[src/shared/touch_port_pkg.sv]
package touch_port_pkg;

    // Seven-bit bus addresses of the two selectable pairs.
    localparam logic [6:0] ADDR_PAIR_A = 7'h5D;  // 0xBA write / 0xBB read
    localparam logic [6:0] ADDR_PAIR_B = 7'h14;  // 0x28 write / 0x29 read
    localparam int REG_ADDR_W = 16;
    localparam int DATA_W = 8;
    localparam int BITS_PER_BYTE = 8;
    localparam logic [15:0] REG_PTR_RESET = 16'h0000;
    localparam logic [7:0] RD_DATA_RESET = 8'h00;

    // Latest nominal bus rate; the host keeps below this.
    localparam int BUS_RATE_KBPS = 400;
    localparam int CLK_MHZ = 250;

    typedef enum logic [2:0] {
        ST_IDLE,
        ST_ADDR,
        ST_ADDR_ACK,
        ST_WRITE,
        ST_WRITE_ACK,
        ST_READ,
        ST_READ_ACK
    } port_state_t;

endpackage

[src/rtl/line_sampler.sv]
`timescale 1ns/10ps
`default_nettype none

// Two-stage sampler with edge outputs for the bus lines.
module line_sampler
    import touch_port_pkg::*;
(
    input wire logic mclk_in,
    input wire logic reset_n_in,
    input wire logic scl_in,
    input wire logic sda_in,
    output logic scl_out,
    output logic sda_out,
    output logic scl_rise_out,
    output logic scl_fall_out,
    output logic start_out,
    output logic stop_out
);

    logic scl_r;
    logic sda_r;
    logic scl_d_r;
    logic sda_d_r;

    // Idle bus is high, so reset to high avoids a false start.
    always_ff @(posedge mclk_in or negedge reset_n_in) begin
        if (!reset_n_in) begin
            scl_r <= 1'b1;
            sda_r <= 1'b1;
            scl_d_r <= 1'b1;
            sda_d_r <= 1'b1;
        end else begin
            scl_r <= scl_in;
            sda_r <= sda_in;
            scl_d_r <= scl_r;
            sda_d_r <= sda_r;
        end
    end

    assign scl_out = scl_r;
    assign sda_out = sda_r;
    assign scl_rise_out = scl_r && !scl_d_r;
    assign scl_fall_out = !scl_r && scl_d_r;
    assign start_out = scl_r && scl_d_r && !sda_r && sda_d_r; // RULE4
    assign stop_out = scl_r && scl_d_r && sda_r && !sda_d_r; // RULE4

endmodule

`default_nettype wire

[src/rtl/touch_i2c_port.sv]
`timescale 1ns/10ps
`default_nettype none

// Summary of operation
// RULE1: Port is slave only; it never begins a transfer on the bus.
// RULE2: Host keeps the bus rate at or below 400 kbit/s.
// RULE3: Port answers pair 0xBA/0xBB or 0x28/0x29, chosen at power-on.
// RULE4: Start and stop are SDA edges while SCL is high, seen anytime.
// RULE5: Matching address byte is acknowledged by holding SDA low in bit nine.
// RULE6: Unmatched address gets no acknowledge; port idles until next start.
// RULE7: A byte is eight data bits plus one acknowledge bit from the receiver.
// RULE8: SDA is sampled only while SCL is high; driver holds it stable.
// RULE9: Host write: address, two register address bytes, then data bytes.
// RULE10: Register pointer increments by one after every written byte.
// RULE11: Write burst runs until the host sends stop; port then idles.
// RULE12: Host read: set pointer by write, repeated start, read address.
// RULE13: Port supplies bytes as long as the host keeps acknowledging.
// RULE14: Host acknowledges all bytes but the last, then sends stop.
// RULE15: Touch reset is active low and holds the port in reset.
// RULE16: Controller drives an interrupt line toward the host.
// RULE17: Register pointer increments by one after each byte read.
// RULE18: Address pair latched at end of initialization, kept until reset.
module touch_i2c_port
    import touch_port_pkg::*;
(
    input wire logic mclk_in,
    input wire logic reset_n_in,
    input wire logic scl_in,
    input wire logic sda_in,
    output logic sda_out,
    output logic sda_oe_out,
    input wire logic int_strap_in,
    input wire logic init_done_in,
    input wire logic event_in,
    output logic int_out,
    output logic wr_en_out,
    output logic [REG_ADDR_W-1:0] reg_addr_out,
    output logic [DATA_W-1:0] wr_data_out,
    output logic rd_en_out,
    input wire logic [DATA_W-1:0] rd_data_in,
    output logic pair_b_out
);

    // ------------------------------------------------------------------
    // Line sampling
    // ------------------------------------------------------------------
    logic scl_s;
    logic sda_s;
    logic scl_rise;
    logic scl_fall;
    logic start_det;
    logic stop_det;

    line_sampler u_sampler (
        .mclk_in(mclk_in),
        .reset_n_in(reset_n_in),
        .scl_in(scl_in),
        .sda_in(sda_in),
        .scl_out(scl_s),
        .sda_out(sda_s),
        .scl_rise_out(scl_rise),
        .scl_fall_out(scl_fall),
        .start_out(start_det),
        .stop_out(stop_det)
    );

    // ------------------------------------------------------------------
    // Address pair selection
    // ------------------------------------------------------------------
    logic pair_b_r;
    logic pair_locked_r;

    // The strap is caught by a clocked load, never by the reset itself.
    always_ff @(posedge mclk_in or negedge reset_n_in) begin
        if (!reset_n_in) begin
            pair_b_r <= 1'b0;
            pair_locked_r <= 1'b0;
        end else if (!pair_locked_r && init_done_in) begin
            pair_b_r <= int_strap_in; // RULE18
            pair_locked_r <= 1'b1; // RULE18
        end
    end

    wire [6:0] own_addr = pair_b_r ? ADDR_PAIR_B : ADDR_PAIR_A; // RULE3

    // ------------------------------------------------------------------
    // Byte engine
    // ------------------------------------------------------------------
    port_state_t state_r, state_nxt;
    logic [7:0] shift_r, shift_nxt;
    logic [3:0] bit_cnt_r, bit_cnt_nxt;
    logic [1:0] addr_phase_r, addr_phase_nxt;
    logic [REG_ADDR_W-1:0] ptr_r, ptr_nxt;
    logic sda_oe_r, sda_oe_nxt;
    logic wr_en_r, wr_en_nxt;
    logic rd_en_r, rd_en_nxt;
    logic [DATA_W-1:0] wr_data_r, wr_data_nxt;

    wire byte_done = scl_rise && (bit_cnt_r == 4'(BITS_PER_BYTE - 1));
    wire [7:0] shifted = {shift_r[6:0], sda_s}; // RULE8
    wire addr_match = (shifted[7:1] == own_addr);
    wire host_ack = !sda_s;

    always_comb begin
        state_nxt = state_r;
        shift_nxt = shift_r;
        bit_cnt_nxt = bit_cnt_r;
        addr_phase_nxt = addr_phase_r;
        ptr_nxt = ptr_r;
        sda_oe_nxt = sda_oe_r;
        wr_en_nxt = 1'b0;
        rd_en_nxt = 1'b0;
        wr_data_nxt = wr_data_r;
        if (stop_det) begin
            state_nxt = ST_IDLE; // RULE11
            sda_oe_nxt = 1'b0;
        end else if (start_det) begin
            state_nxt = ST_ADDR; // RULE4
            bit_cnt_nxt = 4'h0;
            sda_oe_nxt = 1'b0;
        end else begin
            unique case (state_r)
                ST_IDLE: begin
                    sda_oe_nxt = 1'b0; // RULE1
                end
                ST_ADDR, ST_WRITE: begin
                    if (scl_rise) begin
                        shift_nxt = shifted; // RULE7
                        bit_cnt_nxt = bit_cnt_r + 4'h1;
                    end
                    if (byte_done && state_r == ST_ADDR) begin
                        if (addr_match) begin
                            state_nxt = ST_ADDR_ACK; // RULE5
                            if (!shifted[0]) begin
                                addr_phase_nxt = 2'h0;
                            end
                        end else begin
                            state_nxt = ST_IDLE; // RULE6
                        end
                    end else if (byte_done) begin
                        state_nxt = ST_WRITE_ACK;
                        if (addr_phase_r == 2'h0) begin
                            ptr_nxt = {shifted, ptr_r[7:0]};
                            addr_phase_nxt = 2'h1;
                        end else if (addr_phase_r == 2'h1) begin
                            ptr_nxt = {ptr_r[15:8], shifted};
                            addr_phase_nxt = 2'h2;
                        end else begin
                            wr_data_nxt = shifted;
                            wr_en_nxt = 1'b1;
                        end
                    end
                end
                ST_ADDR_ACK, ST_WRITE_ACK: begin
                    // Drive acknowledge across the whole ninth clock.
                    if (scl_fall && !sda_oe_r) begin
                        sda_oe_nxt = 1'b1; // RULE5
                    end else if (scl_fall && sda_oe_r) begin
                        bit_cnt_nxt = 4'h0;
                        if (state_r == ST_ADDR_ACK && shift_r[0]) begin
                            state_nxt = ST_READ; // RULE13
                            shift_nxt = rd_data_in;
                            sda_oe_nxt = !rd_data_in[7];
                        end else begin
                            state_nxt = ST_WRITE;
                            sda_oe_nxt = 1'b0;
                        end
                    end
                end
                ST_READ: begin
                    if (scl_fall) begin
                        if (bit_cnt_r == 4'(BITS_PER_BYTE - 1)) begin
                            state_nxt = ST_READ_ACK; // RULE7
                            sda_oe_nxt = 1'b0;
                            bit_cnt_nxt = 4'h0;
                            rd_en_nxt = 1'b1;
                            ptr_nxt = ptr_r + 16'h0001; // RULE17
                        end else begin
                            shift_nxt = {shift_r[6:0], 1'b0};
                            sda_oe_nxt = !shift_r[6];
                            bit_cnt_nxt = bit_cnt_r + 4'h1;
                        end
                    end
                end
                ST_READ_ACK: begin
                    if (scl_rise) begin
                        // Not-acknowledge ends the burst; stop follows.
                        shift_nxt = {7'h00, host_ack};
                    end
                    if (scl_fall) begin
                        if (shift_r[0]) begin
                            state_nxt = ST_READ; // RULE13
                            shift_nxt = rd_data_in;
                            sda_oe_nxt = !rd_data_in[7];
                        end else begin
                            state_nxt = ST_IDLE; // RULE14
                        end
                    end
                end
            endcase
        end
        if (wr_en_r) begin
            ptr_nxt = ptr_r + 16'h0001; // RULE10
        end
    end

    always_ff @(posedge mclk_in or negedge reset_n_in) begin
        if (!reset_n_in) begin // RULE15
            state_r <= ST_IDLE;
            shift_r <= 8'h00;
            bit_cnt_r <= 4'h0;
            addr_phase_r <= 2'h0;
            ptr_r <= REG_PTR_RESET;
            sda_oe_r <= 1'b0;
            wr_en_r <= 1'b0;
            rd_en_r <= 1'b0;
            wr_data_r <= RD_DATA_RESET;
        end else begin
            state_r <= state_nxt;
            shift_r <= shift_nxt;
            bit_cnt_r <= bit_cnt_nxt;
            addr_phase_r <= addr_phase_nxt;
            ptr_r <= ptr_nxt;
            sda_oe_r <= sda_oe_nxt;
            wr_en_r <= wr_en_nxt;
            rd_en_r <= rd_en_nxt;
            wr_data_r <= wr_data_nxt;
        end
    end

    // ------------------------------------------------------------------
    // Interrupt line
    // ------------------------------------------------------------------
    logic int_r;

    // The line pulses with each event; the host reads the cause by bus.
    always_ff @(posedge mclk_in or negedge reset_n_in) begin
        if (!reset_n_in) begin
            int_r <= 1'b0;
        end else begin
            int_r <= event_in; // RULE16
        end
    end

    // Open-drain: the pin is only ever pulled low, never driven high.
    assign sda_out = 1'b0;
    assign sda_oe_out = sda_oe_r;
    assign int_out = int_r;
    assign wr_en_out = wr_en_r;
    assign wr_data_out = wr_data_r;
    assign rd_en_out = rd_en_r;
    assign reg_addr_out = ptr_r;
    assign pair_b_out = pair_b_r;
endmodule

`default_nettype wire

[config.mk]
export PLATFORM = sky130hd
export DESIGN_NAME = touch_i2c_port
export DESIGN_NICKNAME = d
export VERILOG_FILES = /design/src/shared/touch_port_pkg.sv /design/src/rtl/line_sampler.sv /design/src/rtl/touch_i2c_port.sv
export SDC_FILE = /design/constraint.sdc
export NUM_CORES = 1
export LEC_CHECK = 0
export ABC_AREA = 1
export BUFFER_PORTS_ARGS = -buffer_cell sky130_fd_sc_hd__buf_2
export CAP_MARGIN = 5
export CORE_UTILIZATION = 60
export CTS_CLUSTER_DIAMETER = 100
export DETAILED_ROUTE_END_ITERATION = 10
export PLACE_DENSITY = 0.83
export SETUP_SLACK_MARGIN = 0.3
export SYNTH_ARGS = -nofsm -noshare
export SYNTH_HDL_FRONTEND = slang
export SYNTH_SLANG_ARGS = --single-unit
[constraint.sdc]
create_clock -name mclk_in -period 4.2 [get_ports mclk_in]
set_input_delay 0 -clock mclk_in [delete_from_list [all_inputs] [get_ports mclk_in]]
set_output_delay 0 -clock mclk_in [all_outputs]
set_load 0.05 [all_outputs]
Word-level counts from Yosys, hierarchy flattened
Cells that the tools add are included.

word-level totals
  logic and storage cells = 171
  output and inout bits = 30
  register bits after elaboration = 51
  bits of input ports = 15

cells by class
  equality and inequality tests = 38
  add/subtract/negate cells = 2
  bitwise gates (word level) = 5
  mux-type cells = 69
  reduce and logical (&&, ||, !) cells = 40

operators by type and width
  cell                   number
  $mux 16                8
  $mux 8                 10
  $mux 3                 11
  $ne 3x3->1 const B     11
  $pmux 16 s2            1
  $pmux 8 s4             1
  $mux 4                 6
  $ne 4x4->1 const B     6
  $mux 1                 21
  $reduce_and 7->1       3
  $reduce_and 9->1       2
  $add 16x1->16 const B  1
  $ne 2x2->1 const B     8
  $mux 2                 7
  $logic_and 1x1->1      13
  $pmux 3 s4             1
  $pmux 4 s3             1
  $reduce_bool 6->1      2
  $ne 5x5->1 const B     2
  $eq 3x3->1 const B     3
  $logic_not 1->1        8
  $reduce_and 8->1       1
  $reduce_bool 4->1      2
  $eq 7x7->1             1
  16 further kinds       24

Logic depth before layout (Yosys ltp)
Gate-level depths: netlist of run 1.

  depth in word-level cells = 9
  gate-level depth with buffers = 13

Hierarchy
A second synthesis of run 1 with hierarchy kept.

second synthesis, totals
  cell total of the unflattened synthesis = 476
  area total of the unflattened synthesis = 3240.6 sq um

by module, submodules not included
  module          times used  cells each  area each (sq um)
  touch_i2c_port  1           461         3094.2
  line_sampler    1           15          146.4

Worst setup path after synthesis of run 1
No wires, ideal clock.

  path type = register -> register
  from = reg ptr_r[0] (netlist: reg_addr_out[0])
  to = reg ptr_r[12] (netlist: reg_addr_out[12])
  slack = 2.507 ns
  arrival time = 1.573 ns
  cell stages (with the launch flop) = 11
  setup time = 0.120 ns
  clock period less this slack = 1.693 ns
  buffers on the path = 0
  cells stage by stage = dfrtp_1 ha_1 inv_1 nor2_1 nand3_1 nand2_1 o21ai_0 nand2_1 nand2_1 nand2_1 nand2_1

between the ends
  longest elaborated chain between the ends = 7

ends and longest elaborated chain
  what                    RTL line                                      source
  from (decl)             touch_i2c_port.sv:93                          logic [REG_ADDR_W-1:0] ptr_r, ptr_nxt;
  from (signal assigned)  touch_i2c_port.sv:223                         ptr_r <= ptr_nxt;
  $add 16x1->16 *         touch_i2c_port.sv:177, touch_i2c_port.sv:203
  $mux 16                 touch_i2c_port.sv:172                         if (bit_cnt_r == 4'(BITS_PER_BYTE - 1)) begin
  $mux 16                 touch_i2c_port.sv:171                         if (scl_fall) begin
  $pmux 16 s2             touch_i2c_port.sv:122                         unique case (state_r)
  $mux 16                 touch_i2c_port.sv:117                         end else if (start_det) begin
  $mux 16                 touch_i2c_port.sv:114                         if (stop_det) begin
  $mux 16 *               touch_i2c_port.sv:202                         if (wr_en_r) begin

Mark *: on every way between the ends. The rest lies on a longest branch, timed or not. The select of a mux whose other input is x is not followed.
A chain may end at the register's enable or synchronous reset.

Worst setup path in the final report of run 1
  from = reg u_sampler.scl_d_r
  to = reg shift_r[1]

between the ends
  longest elaborated chain between the ends = 6
  elaborated cells between the ends (all ways) = 21

ends and longest elaborated chain
  what                    RTL line               source
  from (decl)             line_sampler.sv:22     logic scl_d_r;
  from (signal assigned)  line_sampler.sv:35     scl_d_r <= scl_r;
  $logic_not 1->1         line_sampler.sv:42     assign scl_rise_out = scl_r && !scl_d_r;
  $logic_and 1x1->1       line_sampler.sv:42
  $mux 8                  touch_i2c_port.sv:186  if (scl_rise) begin
  $mux 8                  touch_i2c_port.sv:191  if (shift_r[0]) begin
  $mux 8                  touch_i2c_port.sv:190  if (scl_fall) begin
  $pmux 8 s4              touch_i2c_port.sv:122
  to (signal assigned)    touch_i2c_port.sv:220  shift_r <= shift_nxt;
  to (decl)               touch_i2c_port.sv:90   logic [7:0] shift_r, shift_nxt;

Parallel ways exist; a longest one is shown, timed or not.

==> results.toml, run 1 <==
[global_routing]
grt_pass1_wl_um = 12900
gr-total-overflow = 0
grt_max_degree = 51
grt_pass1_vias = 2846
grtUsageTotal_pct = 30.8
antenna_found_initial = 0

[hold_path]
worstHoldPathCells = 5
whs_endpoint = "shift_r[0]"
hp-class = "primary input to flop"
hold_start = "rd_data_in[0]"

[synthesis]
syn_area_um2 = 3190
yosysWarnings = 0
synth_seq_cells = 50
syn_inst = 483
synth-seq-area-share_pct = 39.4
ys_types = 30
syn_nets = 500
postSynthAreaPerCell_um2 = 6.61

[cts]
cts_root_buf = "clkbuf_8"
cts_resized = 0
clkTransAtPathRegs_ns = 0.09
cts_tree = "built"
worstSkewPairLatency_ns = 0.30
cts_made_buffers = 5
clock-sinks = 50
cts.path.max_buffers = 2
htree_num_levels = 2

[worst_setup_path]
end_kind = "flop"
arrival_ns = 2.22
r2r_setup_slack_ns = 2.23
cp.required_ns = 4.45
rr_worst_depth = 8
cp_cell_sequence = "inv_1 > nor2_1 > nand2_1 > o21ai_1 > nand2_1 > nand3_1 > nand3_1 > nand2_1"
crit_top_cell = "nand2_1"
crit_slowest_cell = "dfstp_2"
cp_max_fo = 7
r2r_end = "shift_r[1]"
cp-start-kind = "flop"
max_stage_delay_ns = 0.54
worstSetupPathType = "flop to flop"
timing.rr.start = "u_sampler.scl_d_r"

[power]
p_leak_nw = 1.93
ir_worst_vdd_mv = 0.392
power_density_nw_per_um2 = 605
finalPower_mw = 2.21

[sta]
finalSetupViolations = 0
hold_viol_final = 0
skew_ns = 0.00526
worst_slew_pin_slew_ns = 0.626
rsz0062_at_grt = "no"
post-route-min-period_ns = 1.97
period_share_pct = 47.0
timing.final.max_slew_violations = 0
maxSlewHeadroom_pct = 58.3
maxClockFrequency_ghz = 0.506
setup_tns_ns = 0

[route]
viasPerCell = 5.33
first_pass_iters = 6
route.detailed.drc = 0
routed_wl_um = 8000
vias = 3228
routed.top_layer = "met4"
first_iter_violations = 305
wl_met3_um = 482
m1WireLength_um = 3690
ant_nets = 0
wl_per_cell_um = 13.2
met2_length_um = 3690

[die]
start_util_pct = 62.5
fp.coreArea_um2 = 5110
die_h_um = 74.9
ios = 45
die_width_um = 74.9
rows = 26
dieArea_um2 = 5610

[outcome]
outcome = "complete, no violations"

[finish]
layout.nets = 552
drive_above_1_share_pct = 15.7
syn_to_final_growth_pct = 14.5
n_antenna_cell = 0

[placement]
hpwlAfterDp_um = 6040
io_buffers = 43
gp_congestion = 1.02

[flow_run]
drv_cap = 0
## layout make-up
class,count,area (µm²)
clock buffer,6,82.6
multi-input combinational,383,1740
tap,70,87.6
sequential,50,1260
clock inverter,2,38.8
timing repair buffer,50,283
inverter,45,169
fill,451,1450
## where the power goes
part / switching (mW) / total [mW] / internal, mW
Combinational: 0.769 / 1.08 / 0.309
Clock: 0.169 / 0.365 / 0.196
Sequential: 0.179 / 0.767 / 0.588
## cell usage after synthesis (all sizes together)
cell type  number  share of area (%)
nand2         221                 27
nand3          60                9.7
dfrtp          46                 36
inv            45                5.3
nor2           45                6.9
o21ai          27                4.4
a21oi           6               0.94
nand4           6                1.2
buf             4               0.78
dfstp           4                3.3
nor3            3               0.47
xnor2           3               0.82
ha              2               0.78
o22ai           2               0.39
xor2            2               0.55
a22oi           1               0.67
a31oi           1               0.20
clkbuf          1               0.12
conb            1               0.12
o21bai          1               0.24
o31ai           1               0.24
or2             1               0.20
## routing by layer
metal | up-vias | global-route usage [%]
met2 | 126 | 48.5
li1 | 1638 | -
met3 | 15 | 4.82
met1 | 1449 | 42.8
met5 | - | 0
met4 | 0 | 11.5
## critical path: cells and delay by family, from the launching register on
kind,cells,cell delay [ns]
simple gates,6,0.86
flops,1,0.54
compound gates,1,0.47
buf+inv,1,0.05
## worst max path at each step
stage | depth (start not counted) | from | endpoint | slack, ns
after floorplan | 10 | reg_addr_out[0] | reg_addr_out[12] | 2.51
after global placement | 8 | u_sampler.scl_d_r | shift_r[0] | 2.33
after CTS | 8 | u_sampler.scl_d_r | shift_r[1] | 2.24
after global routing | 8 | u_sampler.scl_d_r | shift_r[1] | 2.07
final | 8 | u_sampler.scl_d_r | shift_r[1] | 2.23
after detailed placement | 8 | u_sampler.scl_d_r | shift_r[1] | 2.27
## cell families (layout without fill, tap and decap cells)
logic type / count (synthesis) / count (layout) / synth area share (%)
other cells: 1 / 1 / 0.118
simple gates: 336 / 336 / 45.1
xor+xnor: 5 / 5 / 1.37
compound gates: 39 / 39 / 7.02
fa+ha+maj: 2 / 2 / 0.784
buf+inv: 50 / 103 / 6.20
flops: 50 / 50 / 39.4
## state kept, by name (all words and copies together), names as in the netlist, 2 cells and up
| register | count |
|---|---|
| shift_r | 7 |
| state_r | 3 |
| addr_phase_r | 2 |
| bit_cnt_r | 4 |
| reg_addr_out | 16 |
| wr_data_out | 8 |
## stage by stage
step,setup WS (ns),area (µm²),instances,utilization [%],hold WS (ns)
3_5_place_dp,2.27,3470,592,68.0,0.108
3_3_place_gp,2.33,3470,592,68.0,0.107
5_1_grt,2.07,3650,606,71.5,0.0645
4_1_cts,2.24,3650,606,71.5,0.0185
6_report,2.23,3650,606,71.5,0.0248
2_1_floorplan,2.51,3190,483,-,-0.296
## cell usage in the layout, fill, tap and decap left out, types with 2 or more instances in the layout
cell type	n
nand2_1	212
nand3_1	58
dfrtp_1	46
buf_2	43
inv_1	39
nor2_1	37
o21ai_0	20
nand2_2	9
inv_2	6
nor2_4	6
nand4_1	6
a21oi_1	6
o21ai_1	6
clkbuf_8	6
dlygate4sd3_1	6
dfstp_2	4
nor3_1	3
xnor2_1	3
nand3_2	2
nor2_2	2
xor2_1	2
o22ai_1	2
ha_1	2
## repair_timing
| item | CTS | global route |
|---|---|---|
| endpoints found under the hold margin | 51 | 0 |
| endpoints found under the setup margin | 0 | 0 |
| buffers inserted | 0 | 0 |
| hold buffers | 6 | 0 |
Note: power is estimated with default switching activity, not from simulation.
==> run 2: changes to the inputs <==
--- a/config.mk
+++ b/config.mk
@@ -8,10 +8,10 @@
 export ABC_AREA = 1
 export BUFFER_PORTS_ARGS = -buffer_cell sky130_fd_sc_hd__buf_2
 export CAP_MARGIN = 5
-export CORE_UTILIZATION = 60
+export CORE_UTILIZATION = 58
 export CTS_CLUSTER_DIAMETER = 100
 export DETAILED_ROUTE_END_ITERATION = 10
-export PLACE_DENSITY = 0.83
+export PLACE_DENSITY = 0.81
 export SETUP_SLACK_MARGIN = 0.3
 export SYNTH_ARGS = -nofsm -noshare
 export SYNTH_HDL_FRONTEND = slang
==> constraint.sdc (replaced) <==
create_clock -name mclk_in -period 1.86 [get_ports mclk_in]
set_input_delay 0 -clock mclk_in [delete_from_list [all_inputs] [get_ports mclk_in]]
set_output_delay 0 -clock mclk_in [all_outputs]
set_load 0.05 [all_outputs]
==> run 2 against run 1 <==
Net effect: utilization is 13 points higher; cell area is 20% higher; critical path depth is 3 higher; cell count is 6.3% higher; hold slack hardly changed; critical path type unchanged; global-route usage is 3.9 points higher; clock power is 120% higher; sequential cell count stayed put; die area is 3.4% higher; setup slack worse by 2.1 ns; routed wire length is 33% higher; power grew to 2.7 times the previous value.
==> results.toml, run 2 (synthesis results as in run 1) <==
[sta]
skew_ns = 0.00857
finalSetupViolations = 0
post-route-min-period_ns = 1.70
fin_ws_ns = 0.155
worst_slew_pin_slew_ns = 0.508
hold_viol_final = 0
timing.final.max_slew_violations = 0
maxSlewHeadroom_pct = 66.1
rsz0062_at_grt = "yes"
period_share_pct = 91.6
maxClockFrequency_ghz = 0.587
setup_tns_ns = 0

[global_routing]
grt_pass1_vias = 3373
gr-total-overflow = 0
antenna_found_initial = 0
grt_max_degree = 23
grt_pass1_wl_um = 16000
grtUsageTotal_pct = 34.7

[hold_path]
hp-class = "primary input to flop"

[finish]
n_antenna_cell = 0
layout_commonest_cell = "nand2_1"
syn_to_final_growth_pct = 37.6
design_area_um2 = 4390
drive_above_1_share_pct = 36.4
post-route-util_pct = 84.3
largest_reg_flops = 16
fillCellCount = 291
layout.nets = 590
layout_common_cells = "nand2_1, nand3_1, buf_2"

[flow_run]
drv_cap = 0

[worst_setup_path]
crit_slowest_cell = "dfrtp_2"
worstSetupPathType = "flop to flop"
cp-start-kind = "flop"
max_stage_delay_ns = 0.46
cp.required_ns = 2.10
end_kind = "flop"
critPathBufInv = 3
r2r_setup_slack_ns = 0.16
crit_family = "simple AND/OR/NAND/NOR gates"
arrival_ns = 1.95
crit_top_cell = "nand2_1"
cp_max_fo = 5
cp_cell_sequence = "buf_4 > nand2_1 > nand2_1 > nand2_2 > inv_2 > nand2_2 > o21ai_4 > nor2_4 > buf_6 > nand3_1 > nand2_1"

[cts]
clock-sinks = 50
worstSkewPairLatency_ns = 0.31
cts_tree = "built"
htree_num_levels = 2
cts_made_buffers = 5
cts_root_buf = "clkbuf_8"
cts.path.max_buffers = 2
clkTransAtPathRegs_ns = 0.10

[placement]
gp_congestion = 0.985
io_buffers = 43
preCtsSetupSlack_ns = 0.0633
hpwlAfterDp_um = 6360
placed_area_um2 = 3580

[die]
start_util_pct = 61.3
ios = 45
die_h_um = 76.2
dieArea_um2 = 5800
die_width_um = 76.2
rows = 26
fp.coreArea_um2 = 5200

[route]
route.detailed.drc = 0
routed_wl_um = 10600
ant_nets = 0
wl_per_cell_um = 16.5
first_pass_iters = 5
vias = 3751
first_iter_violations = 412
viasPerCell = 5.82

[power]
ir_worst_vdd_mv = 0.958
power_density_nw_per_um2 = 1370
p_leak_nw = 2.21
finalPower_mw = 6.03

[outcome]
outcome = "complete, no violations"
[run 2: cell count changes in the layout (fill, tap and decap cells not counted), moves of 6 or more]
cell / delta
buf_4: +31
nand2_1: -31
nand2_2: +16
nand2_4: +15
nand3_1: -15
nor2_1: -13
dfrtp_1: -11
dfrtp_2: +11
nand3_2: +11
inv_1: -10
nor2_4: +9
buf_6: +6
[run 2: layout make-up]
type / count / area, µm² / share of cell area, %
Multi-Input combinational cell: 384 / 2150 / 48.9
Sequential cell: 50 / 1270 / 28.9
Timing Repair Buffer: 87 / 583 / 13.3
Inverter: 45 / 186 / 4.25
Tap cell: 70 / 87.6 / 2.00
Clock buffer: 7 / 86.3 / 1.97
Clock inverter: 1 / 30.0 / 0.684
[run 2: where the power goes]
part | switching (mW) | leakage [nW] | internal (mW)
Clock | 0.372 | 0.0585 | 0.439
Combinational | 2.28 | 1.52 | 1.17
Sequential | 0.431 | 0.636 | 1.34
[run 2: through the flow]
| step | cells | hold WS [ns] |
|---|---|---|
| after CTS | 636 | 0.0218 |
| after global routing | 644 | 0.0664 |
| after floorplan | 483 | -0.296 |
| after detailed placement | 605 | -0.00488 |
| after global placement | 605 | -0.0143 |
| final | 644 | 0.0244 |
[run 2: tightest hold or removal path: cells and delay by family]
family	cells	cell delay, ns
buf+inv	1	0.07
simple gates	4	0.23
[run 2: path summary, 6_finish.rpt]
check                                   from                end  cells past startpoint
min reg2reg                u_sampler.scl_out  u_sampler.scl_d_r                      0
min in group asynchronous         reset_n_in    addr_phase_r[1]                      2
max reg2reg                       state_r[1]         shift_r[0]                     11
min                            rd_data_in[3]         shift_r[3]                      5
max                               state_r[1]         shift_r[0]                     11
max in group asynchronous         reset_n_in    reg_addr_out[4]                      3
[run 2: metal layers]
layer	vias to the layer above	track usage (%)	wire, µm
met5	-	0	0
met4	0	16.7	490
met3	56	4.67	916
met2	254	57.5	5060
met1	1727	45.1	4170
li1	1714	-	-
[run 2: repair_timing]
action                                  4_1_cts  5_1_grt
resized for setup                            62       67
endpoints found under the hold margin        24        0
setup buffers                                16        8
endpoints found under the setup margin       42       42
hold buffers                                  6        0
pin swaps                                    26       27
gates cloned                                  1        0
